===== config.mk =====
export PLATFORM = sky130hd
export DESIGN_NAME = system_status_mode_registers
export DESIGN_NICKNAME = d
export VERILOG_FILES = /design/src/hdl/sysreg_pkg.sv /design/src/hdl/i2c_reg_port.sv /design/src/hdl/system_status_mode_registers.sv
export SDC_FILE = /design/constraint.sdc
export NUM_CORES = 1
export LEC_CHECK = 0
export ABC_AREA = 1
export BUFFER_PORTS_ARGS = -buffer_cell sky130_fd_sc_hd__buf_4
export CORE_MARGIN = 10
export CORE_UTILIZATION = 55
export DETAILED_ROUTE_END_ITERATION = 8
export PLACE_DENSITY = 0.74
export SETUP_SLACK_MARGIN = 0.5
export SLEW_MARGIN = 20
export SYNTH_ARGS = -nofsm -noshare
export SYNTH_HDL_FRONTEND = slang
export SYNTH_HIERARCHICAL = 1
export SYNTH_SLANG_ARGS = --single-unit

===== constraint.sdc =====
create_clock -name CLK -period 2.45 [get_ports CLK]
set_clock_uncertainty 0.1 [all_clocks]
set_input_delay 0.245 -clock CLK [delete_from_list [all_inputs] [get_ports CLK]]
set_output_delay 0.245 -clock CLK [all_outputs]
set_load 0.03 [all_outputs]

===== src/hdl/sysreg_pkg.sv =====
// Constants for the system register group: register map, field layout,
// reset values and timing of a headset noise-cancelling driver.
// Assumes a 20 MHz system clock and an I2C slave in front of the registers.
package sysreg_pkg;
    // -------------------------------------------------------------------
    // Register map
    // -------------------------------------------------------------------
    localparam logic [7:0] IDENT_ADDR   = 8'h00;
    localparam logic [7:0] STATE_ADDR   = 8'h01;
    localparam logic [7:0] MODE0_ADDR   = 8'h02;
    // -------------------------------------------------------------------
    // Field positions
    // -------------------------------------------------------------------
    localparam int NVM_PASS_BIT   = 4;
    localparam int NVM_IDLE_BIT   = 3;
    localparam int PWRUP_BIT      = 1;
    localparam int KEEP_BIT       = 0;
    localparam int ZCROSS_BIT     = 6;
    localparam int MUXDLY_BIT     = 5;
    localparam int UI_HI_BIT      = 4;
    localparam int UI_LO_BIT      = 3;
    localparam int DISCH_BIT      = 2;
    localparam int HPTYPE_BIT     = 1;
    localparam int HOSTCTL_BIT    = 0;
    // -------------------------------------------------------------------
    // Reset values and writable masks
    // -------------------------------------------------------------------
    localparam logic [7:0] MODE0_RESET  = 8'h4C;
    localparam logic [7:0] MODE0_MASK   = 8'h7F;
    localparam logic       KEEP_RESET   = 1'b1;
    localparam logic [6:0] SLAVE_ADDR   = 7'h40;
    // -------------------------------------------------------------------
    // Timing
    // -------------------------------------------------------------------
    localparam int CLK_HZ         = 20_000_000;
    localparam int DISCH_MS       = 10;
    localparam int DISCH_CYC      = CLK_HZ / 1000 * DISCH_MS;
    localparam int OFF_TMO_MS     = 50;
    localparam int OFF_TMO_CYC    = CLK_HZ / 1000 * OFF_TMO_MS;
    localparam int MUX_DLY_MS     = 20;
    localparam int MUX_DLY_CYC    = CLK_HZ / 1000 * MUX_DLY_MS;
endpackage : sysreg_pkg


===== src/hdl/i2c_reg_port.sv =====
// I2C slave that gives byte access to a small register file.
// Assumes SCL and SDA arrive already synchronised to CLK; SDA is open drain.
`timescale 1ns/1ps
`default_nettype none
module i2c_reg_port
    import sysreg_pkg::*;
(
    input  wire logic       clk,
    input  wire logic       rst,
    input  wire logic       scl_s,
    input  wire logic       sda_s,
    input  wire logic [7:0] rd_data,
    output logic            sda_oe,
    output logic            wr_stb,
    output logic [7:0]      wr_addr,
    output logic [7:0]      wr_data,
    output logic [7:0]      rd_addr,
    output logic            start_seen
);
    typedef enum logic [3:0] {
        S_IDLE = 4'h0, S_ADDR = 4'h1, S_AACK = 4'h2, S_REG = 4'h3,
        S_WACK = 4'h4, S_WDAT = 4'h5, S_RDAT = 4'h6, S_MACK = 4'h7,
        S_MOK  = 4'h8
    } port_state_t;

    port_state_t state_q, state_d;
    logic        scl_p_q, sda_p_q, oe_q, oe_d, rw_q, rw_d, stb_q, stb_d;
    logic [3:0]  cnt_q, cnt_d;
    logic [7:0]  sh_q, sh_d, ptr_q, ptr_d;
    logic        rise, fall, start, stop;

    // -------------------------------------------------------------------
    // Bus events; previous copies come from the second synchroniser stage
    // -------------------------------------------------------------------
    assign rise  = scl_s & ~scl_p_q;
    assign fall  = ~scl_s & scl_p_q;
    assign start = scl_s & scl_p_q & sda_p_q & ~sda_s;
    assign stop  = scl_s & scl_p_q & ~sda_p_q & sda_s;

    // Byte engine: sample on SCL rise, change SDA only on SCL fall
    always_comb
    begin
        state_d = state_q;
        oe_d    = oe_q;
        rw_d    = rw_q;
        cnt_d   = cnt_q;
        sh_d    = sh_q;
        ptr_d   = ptr_q;
        stb_d   = 1'b0;
        if (start)
        begin
            state_d = S_ADDR;
            cnt_d   = 4'h0;
            oe_d    = 1'b0;
        end
        else if (stop)
        begin
            state_d = S_IDLE;
            oe_d    = 1'b0;
        end
        else if (rise)
        begin
            case (state_q)
                S_ADDR, S_REG, S_WDAT:
                begin
                    sh_d  = {sh_q[6:0], sda_s};
                    cnt_d = cnt_q + 4'h1;
                end
                S_RDAT: cnt_d = cnt_q + 4'h1;
                S_MACK:
                begin
                    // A NACK from the master ends the read burst
                    state_d = sda_s ? S_IDLE : S_MOK;
                    ptr_d   = sda_s ? ptr_q : ptr_q + 8'h01;
                end
                default: ;
            endcase
        end
        else if (fall)
        begin
            case (state_q)
                S_ADDR:
                    if (cnt_q == 4'h8)
                    begin
                        state_d = (sh_q[7:1] == SLAVE_ADDR) ? S_AACK : S_IDLE;
                        oe_d    = (sh_q[7:1] == SLAVE_ADDR);
                        rw_d    = sh_q[0];
                    end
                S_REG:
                    if (cnt_q == 4'h8)
                    begin
                        ptr_d   = sh_q;
                        oe_d    = 1'b1;
                        state_d = S_WACK;
                    end
                S_WDAT:
                    if (cnt_q == 4'h8)
                    begin
                        stb_d   = 1'b1;
                        oe_d    = 1'b1;
                        state_d = S_WACK;
                    end
                S_WACK:
                begin
                    oe_d    = 1'b0;
                    cnt_d   = 4'h0;
                    state_d = S_WDAT;
                    ptr_d   = stb_q ? ptr_q + 8'h01 : ptr_q;
                end
                S_RDAT:
                    if (cnt_q == 4'h8)
                    begin
                        oe_d    = 1'b0;
                        state_d = S_MACK;
                    end
                    else
                    begin
                        sh_d = {sh_q[6:0], 1'b0};
                        oe_d = ~sh_q[6];
                    end
                S_AACK, S_MOK:
                    if (state_q == S_AACK && !rw_q)
                    begin
                        oe_d    = 1'b0;
                        cnt_d   = 4'h0;
                        state_d = S_REG;
                    end
                    else
                    begin
                        sh_d    = rd_data;
                        oe_d    = ~rd_data[7];
                        cnt_d   = 4'h0;
                        state_d = S_RDAT;
                    end
                default: ;
            endcase
        end
    end

    always_ff @(posedge clk)
    begin
        if (rst)
        begin
            state_q <= S_IDLE;
            scl_p_q <= 1'b1;
            sda_p_q <= 1'b1;
            oe_q    <= 1'b0;
            rw_q    <= 1'b0;
            stb_q   <= 1'b0;
            cnt_q   <= 4'h0;
            sh_q    <= 8'h00;
            ptr_q   <= 8'h00;
        end
        else
        begin
            state_q <= state_d;
            scl_p_q <= scl_s;
            sda_p_q <= sda_s;
            oe_q    <= oe_d;
            rw_q    <= rw_d;
            stb_q   <= stb_d;
            cnt_q   <= cnt_d;
            sh_q    <= sh_d;
            ptr_q   <= ptr_d;
        end
    end

    assign sda_oe     = oe_q;
    assign wr_stb     = stb_q;
    assign wr_addr    = ptr_q;
    assign wr_data    = sh_q;
    assign rd_addr    = ptr_q;
    assign start_seen = start;
endmodule : i2c_reg_port
`default_nettype wire


===== src/hdl/system_status_mode_registers.sv =====
// System register group: identification, system state and first mode
// register, with power hold, wake-up, discharge and mux-delay control.
// Assumes status inputs and I2C pins are asynchronous to CLK.
`timescale 1ns/1ps
`default_nettype none
module system_status_mode_registers
    import sysreg_pkg::*;
#(
    parameter logic [3:0] VERSION_CODE = 4'hA, // Arbitrary value
    parameter logic [3:0] PART_CODE    = 4'h5, // Arbitrary value
    parameter int         DISCH_CYCLES = DISCH_CYC,
    parameter int         OFF_CYCLES   = OFF_TMO_CYC,
    parameter int         MUX_CYCLES   = MUX_DLY_CYC
)
(
    input  wire logic       CLK,
    input  wire logic       RST,
    input  wire logic       SCL,
    input  wire logic       SDA_I,
    output logic            SDA_O,
    output logic            SDA_OE,
    input  wire logic       NVM_TEST_PASS,
    input  wire logic       NVM_IDLE,
    input  wire logic       POWERUP_DONE,
    input  wire logic       MIC_SUPPLY_ON,
    output logic            POWER_ENABLE,
    output logic            HOST_CONTROL,
    output logic            ZERO_CROSS_EN,
    output logic            HP_MUX_APPLY,
    output logic [1:0]      UI_SELECT,
    output logic            MIC_DISCHARGE,
    output logic            HP_DIFF_RIGHT_ONLY
);
    localparam logic [23:0] DISCH_LAST = 24'(DISCH_CYCLES - 1);
    localparam logic [23:0] OFF_LAST   = 24'(OFF_CYCLES - 1);
    localparam logic [23:0] MUX_LAST   = 24'(MUX_CYCLES - 1);

    // -------------------------------------------------------------------
    // Input synchronisers; stage one is read only by stage two
    // -------------------------------------------------------------------
    logic [5:0] s1_q, s2_q;
    always_ff @(posedge CLK)
    begin
        if (RST)
        begin
            s1_q <= 6'h3D; // Power-up flag resets low: a high level would fake a startup
            s2_q <= 6'h3D;
        end
        else
        begin
            s1_q <= {SCL, SDA_I, NVM_TEST_PASS, NVM_IDLE, POWERUP_DONE, MIC_SUPPLY_ON};
            s2_q <= s1_q;
        end
    end

    logic       sda_oe, wr_stb, start_seen;
    logic [7:0] wr_addr, wr_data, rd_addr, rd_data;

    i2c_reg_port u_port (
        .clk        (CLK),
        .rst        (RST),
        .scl_s      (s2_q[5]),
        .sda_s      (s2_q[4]),
        .rd_data    (rd_data),
        .sda_oe     (sda_oe),
        .wr_stb     (wr_stb),
        .wr_addr    (wr_addr),
        .wr_data    (wr_data),
        .rd_addr    (rd_addr),
        .start_seen (start_seen)
    );

    // -------------------------------------------------------------------
    // Register file
    // -------------------------------------------------------------------
    logic [7:0] mode_q, mode_d;
    logic       keep_q, keep_d, keep_wr;

    // Writes land whatever the host control bit says
    always_comb
    begin
        mode_d  = mode_q;
        keep_d  = keep_q;
        keep_wr = wr_stb && (wr_addr == STATE_ADDR);
        if (wr_stb && wr_addr == MODE0_ADDR)
            mode_d = wr_data & MODE0_MASK;
        if (keep_wr)
            keep_d = wr_data[KEEP_BIT];
    end

    always_ff @(posedge CLK)
    begin
        if (RST)
        begin
            mode_q <= MODE0_RESET;
            keep_q <= KEEP_RESET;
        end
        else
        begin
            mode_q <= mode_d;
            keep_q <= keep_d;
        end
    end

    // Read mux; unmapped addresses and unused bits read zero
    always_comb
    begin
        case (rd_addr)
            IDENT_ADDR: rd_data = {VERSION_CODE, PART_CODE};
            STATE_ADDR:
            begin
                rd_data               = 8'h00;
                rd_data[NVM_PASS_BIT] = s2_q[3];
                rd_data[NVM_IDLE_BIT] = s2_q[2];
                rd_data[PWRUP_BIT]    = s2_q[1];
                rd_data[KEEP_BIT]     = keep_q;
            end
            MODE0_ADDR: rd_data = mode_q;
            default:    rd_data = 8'h00;
        endcase
    end

    // -------------------------------------------------------------------
    // Power hold, wake on start, shutdown timeout
    // -------------------------------------------------------------------
    logic        power_q, power_d, waking_q, waking_d;
    logic [23:0] tmo_q, tmo_d;

    // The keep bit stays zero after a wake, so it is ignored while waking
    always_comb
    begin
        power_d  = power_q;
        waking_d = waking_q;
        tmo_d    = tmo_q;
        if (!mode_q[HOSTCTL_BIT])
        begin
            power_d  = 1'b1;
            waking_d = 1'b0;
        end
        else if (!power_q)
        begin
            if (start_seen)
            begin
                power_d  = 1'b1;
                waking_d = 1'b1;
                tmo_d    = 24'h000000;
            end
        end
        else if (waking_q)
        begin
            if (keep_wr && wr_data[KEEP_BIT])
                waking_d = 1'b0;
            else if (tmo_q == OFF_LAST)
            begin
                power_d  = 1'b0;
                waking_d = 1'b0;
            end
            else
                tmo_d = tmo_q + 24'h000001;
        end
        else if (!keep_q)
            power_d = 1'b0;
    end

    always_ff @(posedge CLK)
    begin
        if (RST)
        begin
            power_q  <= 1'b1;
            waking_q <= 1'b0;
            tmo_q    <= 24'h000000;
        end
        else
        begin
            power_q  <= power_d;
            waking_q <= waking_d;
            tmo_q    <= tmo_d;
        end
    end

    // -------------------------------------------------------------------
    // Mic supply discharge and headphone mux startup delay
    // -------------------------------------------------------------------
    logic        mic_p_q, dis_q, dis_d, started_q, started_d;
    logic        dly_q, dly_d, mux_q, mux_d;
    logic [23:0] dcnt_q, dcnt_d, mcnt_q, mcnt_d;

    // Discharge is timed, not sensed: the pin has no level feedback here
    always_comb
    begin
        dis_d     = dis_q;
        dcnt_d    = dcnt_q;
        started_d = started_q;
        dly_d     = dly_q;
        mux_d     = mux_q;
        mcnt_d    = mcnt_q;
        if (s2_q[0])
            dis_d = 1'b0;
        else if (mic_p_q && mode_q[DISCH_BIT])
        begin
            dis_d  = 1'b1;
            dcnt_d = 24'h000000;
        end
        else if (dis_q)
        begin
            dis_d  = (dcnt_q != DISCH_LAST);
            dcnt_d = dcnt_q + 24'h000001;
        end
        if (!started_q && s2_q[1])
        begin
            started_d = 1'b1;
            dly_d     = mode_q[MUXDLY_BIT];
            mux_d     = !mode_q[MUXDLY_BIT];
            mcnt_d    = 24'h000000;
        end
        else if (dly_q)
        begin
            dly_d  = (mcnt_q != MUX_LAST);
            mux_d  = (mcnt_q == MUX_LAST);
            mcnt_d = mcnt_q + 24'h000001;
        end
    end

    always_ff @(posedge CLK)
    begin
        if (RST)
        begin
            mic_p_q   <= 1'b1;
            dis_q     <= 1'b0;
            dcnt_q    <= 24'h000000;
            started_q <= 1'b0;
            dly_q     <= 1'b0;
            mux_q     <= 1'b0;
            mcnt_q    <= 24'h000000;
        end
        else
        begin
            mic_p_q   <= s2_q[0];
            dis_q     <= dis_d;
            dcnt_q    <= dcnt_d;
            started_q <= started_d;
            dly_q     <= dly_d;
            mux_q     <= mux_d;
            mcnt_q    <= mcnt_d;
        end
    end

    // -------------------------------------------------------------------
    // Outputs: SDA_O tied low, all others from flip-flops
    // -------------------------------------------------------------------
    assign SDA_O              = 1'b0;
    assign SDA_OE             = sda_oe;
    assign POWER_ENABLE       = power_q;
    assign HOST_CONTROL       = mode_q[HOSTCTL_BIT];
    assign ZERO_CROSS_EN      = mode_q[ZCROSS_BIT];
    assign HP_MUX_APPLY       = mux_q;
    assign UI_SELECT          = mode_q[UI_HI_BIT:UI_LO_BIT];
    assign MIC_DISCHARGE      = dis_q;
    assign HP_DIFF_RIGHT_ONLY = mode_q[HPTYPE_BIT];
endmodule : system_status_mode_registers
`default_nettype wire


# After elaboration in Yosys (flattened, before gate mapping)
# Cells that the tools add are included.
# word_totals
register_bits,128
in_bits,8
output_inout_bits,10
elab_cells,185
# classes
n_addsub,5
eq_ne,36
mux,59
bitwise,20
reduce_logical,41
# ops
operator,n
$mux W24,7
$mux W8,11
$add A24 B1 Y24 const B,3
$mux W4,11
$pmux W8 S2,2
$eq A24 B19 Y1 const B,1
$eq A24 B20 Y1 const B,1
$ne A24 B18 Y1 const B,1
$ne A24 B19 Y1 const B,1
$pmux W8 S3,1
$mux W1,23
$pmux W4 S5,1
$reduce_and A6 Y1,3
$eq A4 B3 Y1 const B,4
$ne A3 B1 Y1 const B,5
$not A1 Y1,13
$ne A2 B2 Y1 const B,6
$reduce_or A2 Y1,6
$ne A5 B2 Y1 const B,2
$reduce_and A5 Y1,2
$reduce_bool A2 Y1,5
$reduce_or A3 Y1,3
$add A8 B1 Y8 const B,1
$eq A4 B2 Y1 const B,2
28 further kinds,46

# Longest topological paths before layout
# depth
word_depth,8
depth_mapped,12
mapped_depth_nobuf,12

# Cells and area by module
# Netlist, hierarchy kept.
# by_module_without_submodules
mod,instances,cells_per_inst,area_per_inst_um2,seq_area_each_um2
system_status_mode_registers,1,801,5266.3,1981.9
i2c_reg_port,1,338,2104.5,580.6

# Worst setup path after synthesis
# No wires, ideal clock.
# synth_path
path_kind,register -> register
startpoint,reg u_port.scl_p_q
endpoint,"reg u_port.ptr_q[0], in the netlist u_port/rd_addr[0]"
setup_ns,0.124
t_arrival_ns,1.499
required_time_ns,2.226
slack_ns,0.726
stages_incl_launch_ff,13
n_path_buf,2
period_less_slack_ns,1.724
cell_sequence,dfxtp_1 > inv_1 > ha_1 > buf_6 > inv_2 > buf_2 > nand2_1 > o21ai_1 > nor2_4 > nand2_4 > nand2_1 > o21ai_1 > nor2_1
# synth_via
elab_chain_len,5
elab_cells_between_ends,18
cone_classes,eq/ne (4); mux (1); bitwise (10); reduce/logical (3)
# synth_rtl
element,line_no,source
start: declaration,i2c_reg_port.sv:27,"logic scl_p_q, sda_p_q, oe_q, oe_d, rw_q, rw_d, stb_q, stb_d;"
start signal: assignment,i2c_reg_port.sv:157,scl_p_q <= scl_s;
$and A1 B1 Y1,"i2c_reg_port.sv:37, i2c_reg_port.sv:38",
$and A1 B1 Y1 (on tied branches) (2 in a row),"i2c_reg_port.sv:38, i2c_reg_port.sv:37",
$not A1 Y1 (no line),--,
$reduce_and A8 Y1 (no line),--,
end signal: assignment,i2c_reg_port.sv:164,ptr_q <= ptr_d;
end: declaration,i2c_reg_port.sv:29,"logic [7:0] sh_q, sh_d, ptr_q, ptr_d;"
# Parallel ways exist; a longest one is shown, timed or not.
# A chain may end at the register's enable or synchronous reset.

# Worst setup path after layout
# layout_path
startpoint,reg tmo_q[1]
endpoint,reg tmo_q[6]
# layout_via
elab_chain_len,5
elab_cells_between_ends,8
cone_classes,add/sub (1); eq/ne (2); mux (4); reduce/logical (1)
# layout_rtl
element,line_no,source
start: declaration,system_status_mode_registers.sv:127,"logic [23:0] tmo_q, tmo_d;"
start signal: assignment,system_status_mode_registers.sv:177,tmo_q <= tmo_d;
$add A24 B1 Y24,system_status_mode_registers.sv:159,tmo_d = tmo_q + 24'h000001;
$mux W24,system_status_mode_registers.sv:153,else if (tmo_q == OFF_LAST)
$mux W24,system_status_mode_registers.sv:151,if (keep_wr && wr_data[KEEP_BIT])
$mux W24,system_status_mode_registers.sv:149,else if (waking_q)
$mux W24,system_status_mode_registers.sv:140,else if (!power_q)
# Parallel ways exist; a longest one is shown, timed or not. The select of a mux whose other input is x is not followed.

==> qor.csv <==
stage,metric,value,unit
pwr,Net Sw Power,1.149,mW
synth,"EDFF count, synth",0,
sta,relative slew slack,65.63,%
min_path,hold wc startpoint,RST,
clocking,htree depth,4,
detailed_routing,Detail Route Antenna Nets,0,
critical_path,Worst setup startpoint,tmo_q[1]$_SDFFE_PP0P_,
synth,Synthesized Nets,1156,
synth,Post-synth top flop,dfxtp_1,
critical_path,CP Depth,9,
clocking,root buf cell,clkbuf_16,
synth,Mapped Cells,1139,
critical_path,Crit Path Class,flop to flop,
global_route,largest net degree at the start of global routing,26,
cells_and_area,most frequent cells in the layout,"288 x nand2_1, 189 x nor2_1, 126 x inv_1",
cells_and_area,share of cells above drive strength 1,13.68,%
critical_path,number of buffers and inverters on the critical path,0,
clocking,CTS tree,done,
critical_path,Worst setup SP type,flop,
clocking,Clock Latency Late Sink,0.43,ns
synth,Mapped Area,7371,um2
sta,Final Cycle Share,75.64,%
clocking,Clock Path Buffers,2,
global_route,first-pass GRT wire length,29170,um
cells_and_area,"commonest non-fill, non-tap cell in the layout",nand2_1,
cells_and_area,Sequential cell area,2575,um2
pwr,Sequential Power Share,44.5,%
sta,TNS Setup,0,ns
flow_run,max cap viols,0,
critical_path,Register-to-Register Path Depth,9,
detailed_routing,DRC Markers,0,
floorplan,row count,42,
placement,port buffer count,16,
pwr,switching portion of total power,24.16,%
critical_path,Worst EP required,2.71,ns
critical_path,Critical Path End,tmo_q[6]$_SDFFE_PP0P_,
run_status,outcome,completed,
placement,Placer Congestion,0.9414,
synth,syn_area_per_cell,6.471,um2
clocking,number of clock sinks,128,
pwr,Clk pwr share,51.6,%
sta,Period minus WS final,1.853,ns
critical_path,Max stage delay on crit path,0.39,ns
global_route,vias in the first global route,6305,
synth,Area contributors post-synth,"dfxtp_1 35%, nand2_1 15%, nor2_1 9.8%",
min_path,Hold Crit Class,primary input to flop,
synth,Synth area leader,dfxtp_1,
cells_and_area,layout filler cell count,1213,
floorplan,die span in x,135.8,um
pwr,Comb pwr share,3.9,%
global_route,GRT Total Usage,19.08,%
detailed_routing,DRT Wirelength,17330,um
sta,final slew viol count,0,
cells_and_area,# diodes,0,
synth,"Async S/R FF share, synth",0,%
detailed_routing,Wirelength per Cell,12.81,um
floorplan,Initial Utilization,55.88,%
synth,top cell type's share of synthesized area,34.76,%
floorplan,CORE AREA,13190,um2
floorplan,Die Area,18430,um2
critical_path,crit-path cells,ha_2 > nand3_2 > nor2_2 > nand3_2 > nand3_2 > nand2_8 > nand2_8 > nand2_1 > a21oi_1,
placement,hpwl dp,11890,um
sta,RSZ-0062 raised after global routing,yes,
critical_path,Worst R2R Start,tmo_q[1]$_SDFFE_PP0P_,
synth,Seq cells post-synth,128,
critical_path,crit path max fanout,15,
critical_path,Worst path top cell family by delay,simple AND/OR/NAND/NOR gates,
pwr,Max IR drop VDD,0.0005021,V
critical_path,CP most frequent cell,nand3_2,
detailed_routing,Vias,7062,
sta,Slew @ Worst Pin,0.5149,ns
critical_path,Worst path slowest cell,dfxtp_1,
sta,count of final setup violators,0,
detailed_routing,via-per-instance ratio,5.220,
pwr,static leakage,3.528,nW
cells_and_area,area of the multi-input gates,4180,um2
detailed_routing,drt pass-1 iters,7,
sta,final hold violation count,0,
detailed_routing,DR iter-0 viols,673,
clocking,CTS Buf Count,17,
critical_path,FF-to-FF setup slack,0.60,ns
cells_and_area,Synth-to-Final Area Change,13.58,%
pwr,Int Power,3.606,mW
pwr,pwr dens,567.9,nW/um2
critical_path,r2r endpoint,tmo_q[6]$_SDFFE_PP0P_,
global_route,initial antenna violation count,0,
floorplan,die height,135.8,um
synth,"Seq/Total Area, Yosys",34.76,%
cells_and_area,Nets,1181,
critical_path,WP data arrival,2.11,ns
global_route,GRT overflow,0,
floorplan,# IOs,18,
clocking,"Clk pin slew, worst setup/hold paths",0.06,ns
cells_and_area,fin util,63.47,%
critical_path,crit path capture type,flop,
synth,synth unique cells,47,
synth,Yosys warnings,6,
sta,max frequency,539.6,MHz
-- worst reg2reg max path: stages (launching register included) --
cell,delay (ns)
dfxtp_1,0.39
ha_2,0.26
nand3_2,0.14
nor2_2,0.16
nand3_2,0.10
nand3_2,0.16
nand2_8,0.12
nand2_8,0.16
nand2_1,0.08
a21oi_1,0.13
-- layout make-up --
cell class	instances	share of cell area (%)
Clock buffer	19	5.291
Multi-Input combinational cell	843	49.93
Inverter	135	6.172
Tap cell	176	2.630
Clock inverter	13	1.539
Timing Repair Buffer	39	3.677
Sequential cell	128	30.76
-- layer usage --
metal  vias to the layer above  wire length, um  global-route usage (%)  part of all wire (%)
met3                        30             1174                   4.451                   6.8
met5                         -                0                       0                     0
li1                       3693                -                       -                     -
met4                         0              282                   5.921                   1.6
met2                       202             7850                   29.78                    45
met1                      3137             8019                   25.48                    46
-- synthesized netlist by cell type (4+ instances only) --
| cell | instances |
|---|---|
| a211oi_1 | 4 |
| a21oi_1 | 62 |
| buf_4 | 11 |
| buf_6 | 8 |
| clkbuf_1 | 11 |
| dfxtp_1 | 128 |
| ha_1 | 9 |
| inv_1 | 127 |
| inv_2 | 7 |
| nand2_1 | 292 |
| nand2_2 | 10 |
| nand2_4 | 7 |
| nand3_1 | 88 |
| nand3_2 | 7 |
| nand3b_1 | 4 |
| nand4_1 | 21 |
| nor2_1 | 192 |
| nor2_2 | 12 |
| nor2_4 | 7 |
| nor3_1 | 19 |
| nor4_1 | 9 |
| o21ai_0 | 36 |
| o21ai_1 | 6 |
| or2_2 | 12 |
| xor2_1 | 11 |
-- state kept, by name, summed over array words and instances, names as in the netlist, 4 cells and up --
signal / count
u_port/wr_data: 8
dcnt_q: 24
mcnt_q: 24
s1_q: 6
u_port/cnt_q: 4
u_port/state_q: 4
tmo_q: 24
u_port/rd_addr: 8
s2_q: 6
mode_q: 7
-- power by group through the flow --
stage | clock, mW | sequential [mW] | combinational [mW]
2_1_floorplan | 0 | 2.16 | 0.120
3_3_place_gp | 0 | 2.16 | 0.163
3_5_place_dp | 0 | 2.16 | 0.165
4_1_cts | 2.50 | 2.11 | 0.174
5_1_grt | 2.58 | 2.12 | 0.207
6_report | 2.46 | 2.11 | 0.185
-- through the flow --
stage	cell area [um2]	instances	total power [mW]	hold WS (ns)	worst slack [ns]
final	8372	1353	4.754	0.08730	0.5968
after global routing	8372	1353	4.905	0.1200	0.4504
after CTS	8193	1343	4.782	0.08830	0.5298
after detailed placement	7525	1304	2.324	0.2961	0.3773
after global placement	7525	1304	2.322	0.2923	0.4624
after floorplan	7371	1139	2.280	0.2488	0.7264
-- logic make-up after synthesis --
group,Yosys count,share of synthesized area (%)
AND/OR/NAND/NOR,692,42.25
buffers and inverters,170,10.24
flip-flops,128,34.76
AO/OA/AOI/OAI,125,9.506
XOR/XNOR,14,1.664
adder cells (fa/ha/maj),9,1.528
other,1,0.05088
-- worst min-delay path by stage --
stage	endpoint	slack [ns]	depth (start not counted)
floorplan	s1_q[0]$_SDFF_PP1_	0.25	1
global placement	s2_q[4]$_SDFF_PP1_	0.29	1
detailed placement	s2_q[4]$_SDFF_PP1_	0.30	1
CTS	s2_q[1]$_SDFF_PP0_	0.09	2
global route	s1_q[1]$_SDFF_PP0_	0.12	2
finish	started_q$_SDFFE_PP0P_	0.09	2
-- repair_timing --
item | 4_1_cts | 5_1_grt
gates cloned | 1 | 1
pin swaps | 1 | 4
hold buffers | 6 | 0
endpoints found under the setup margin | 39 | 61
gates resized for setup | 5 | 30
buffers inserted | 0 | 9
endpoints found under the hold margin | 6 | 0
No activity file was read; power rests on OpenSTA's default activity.
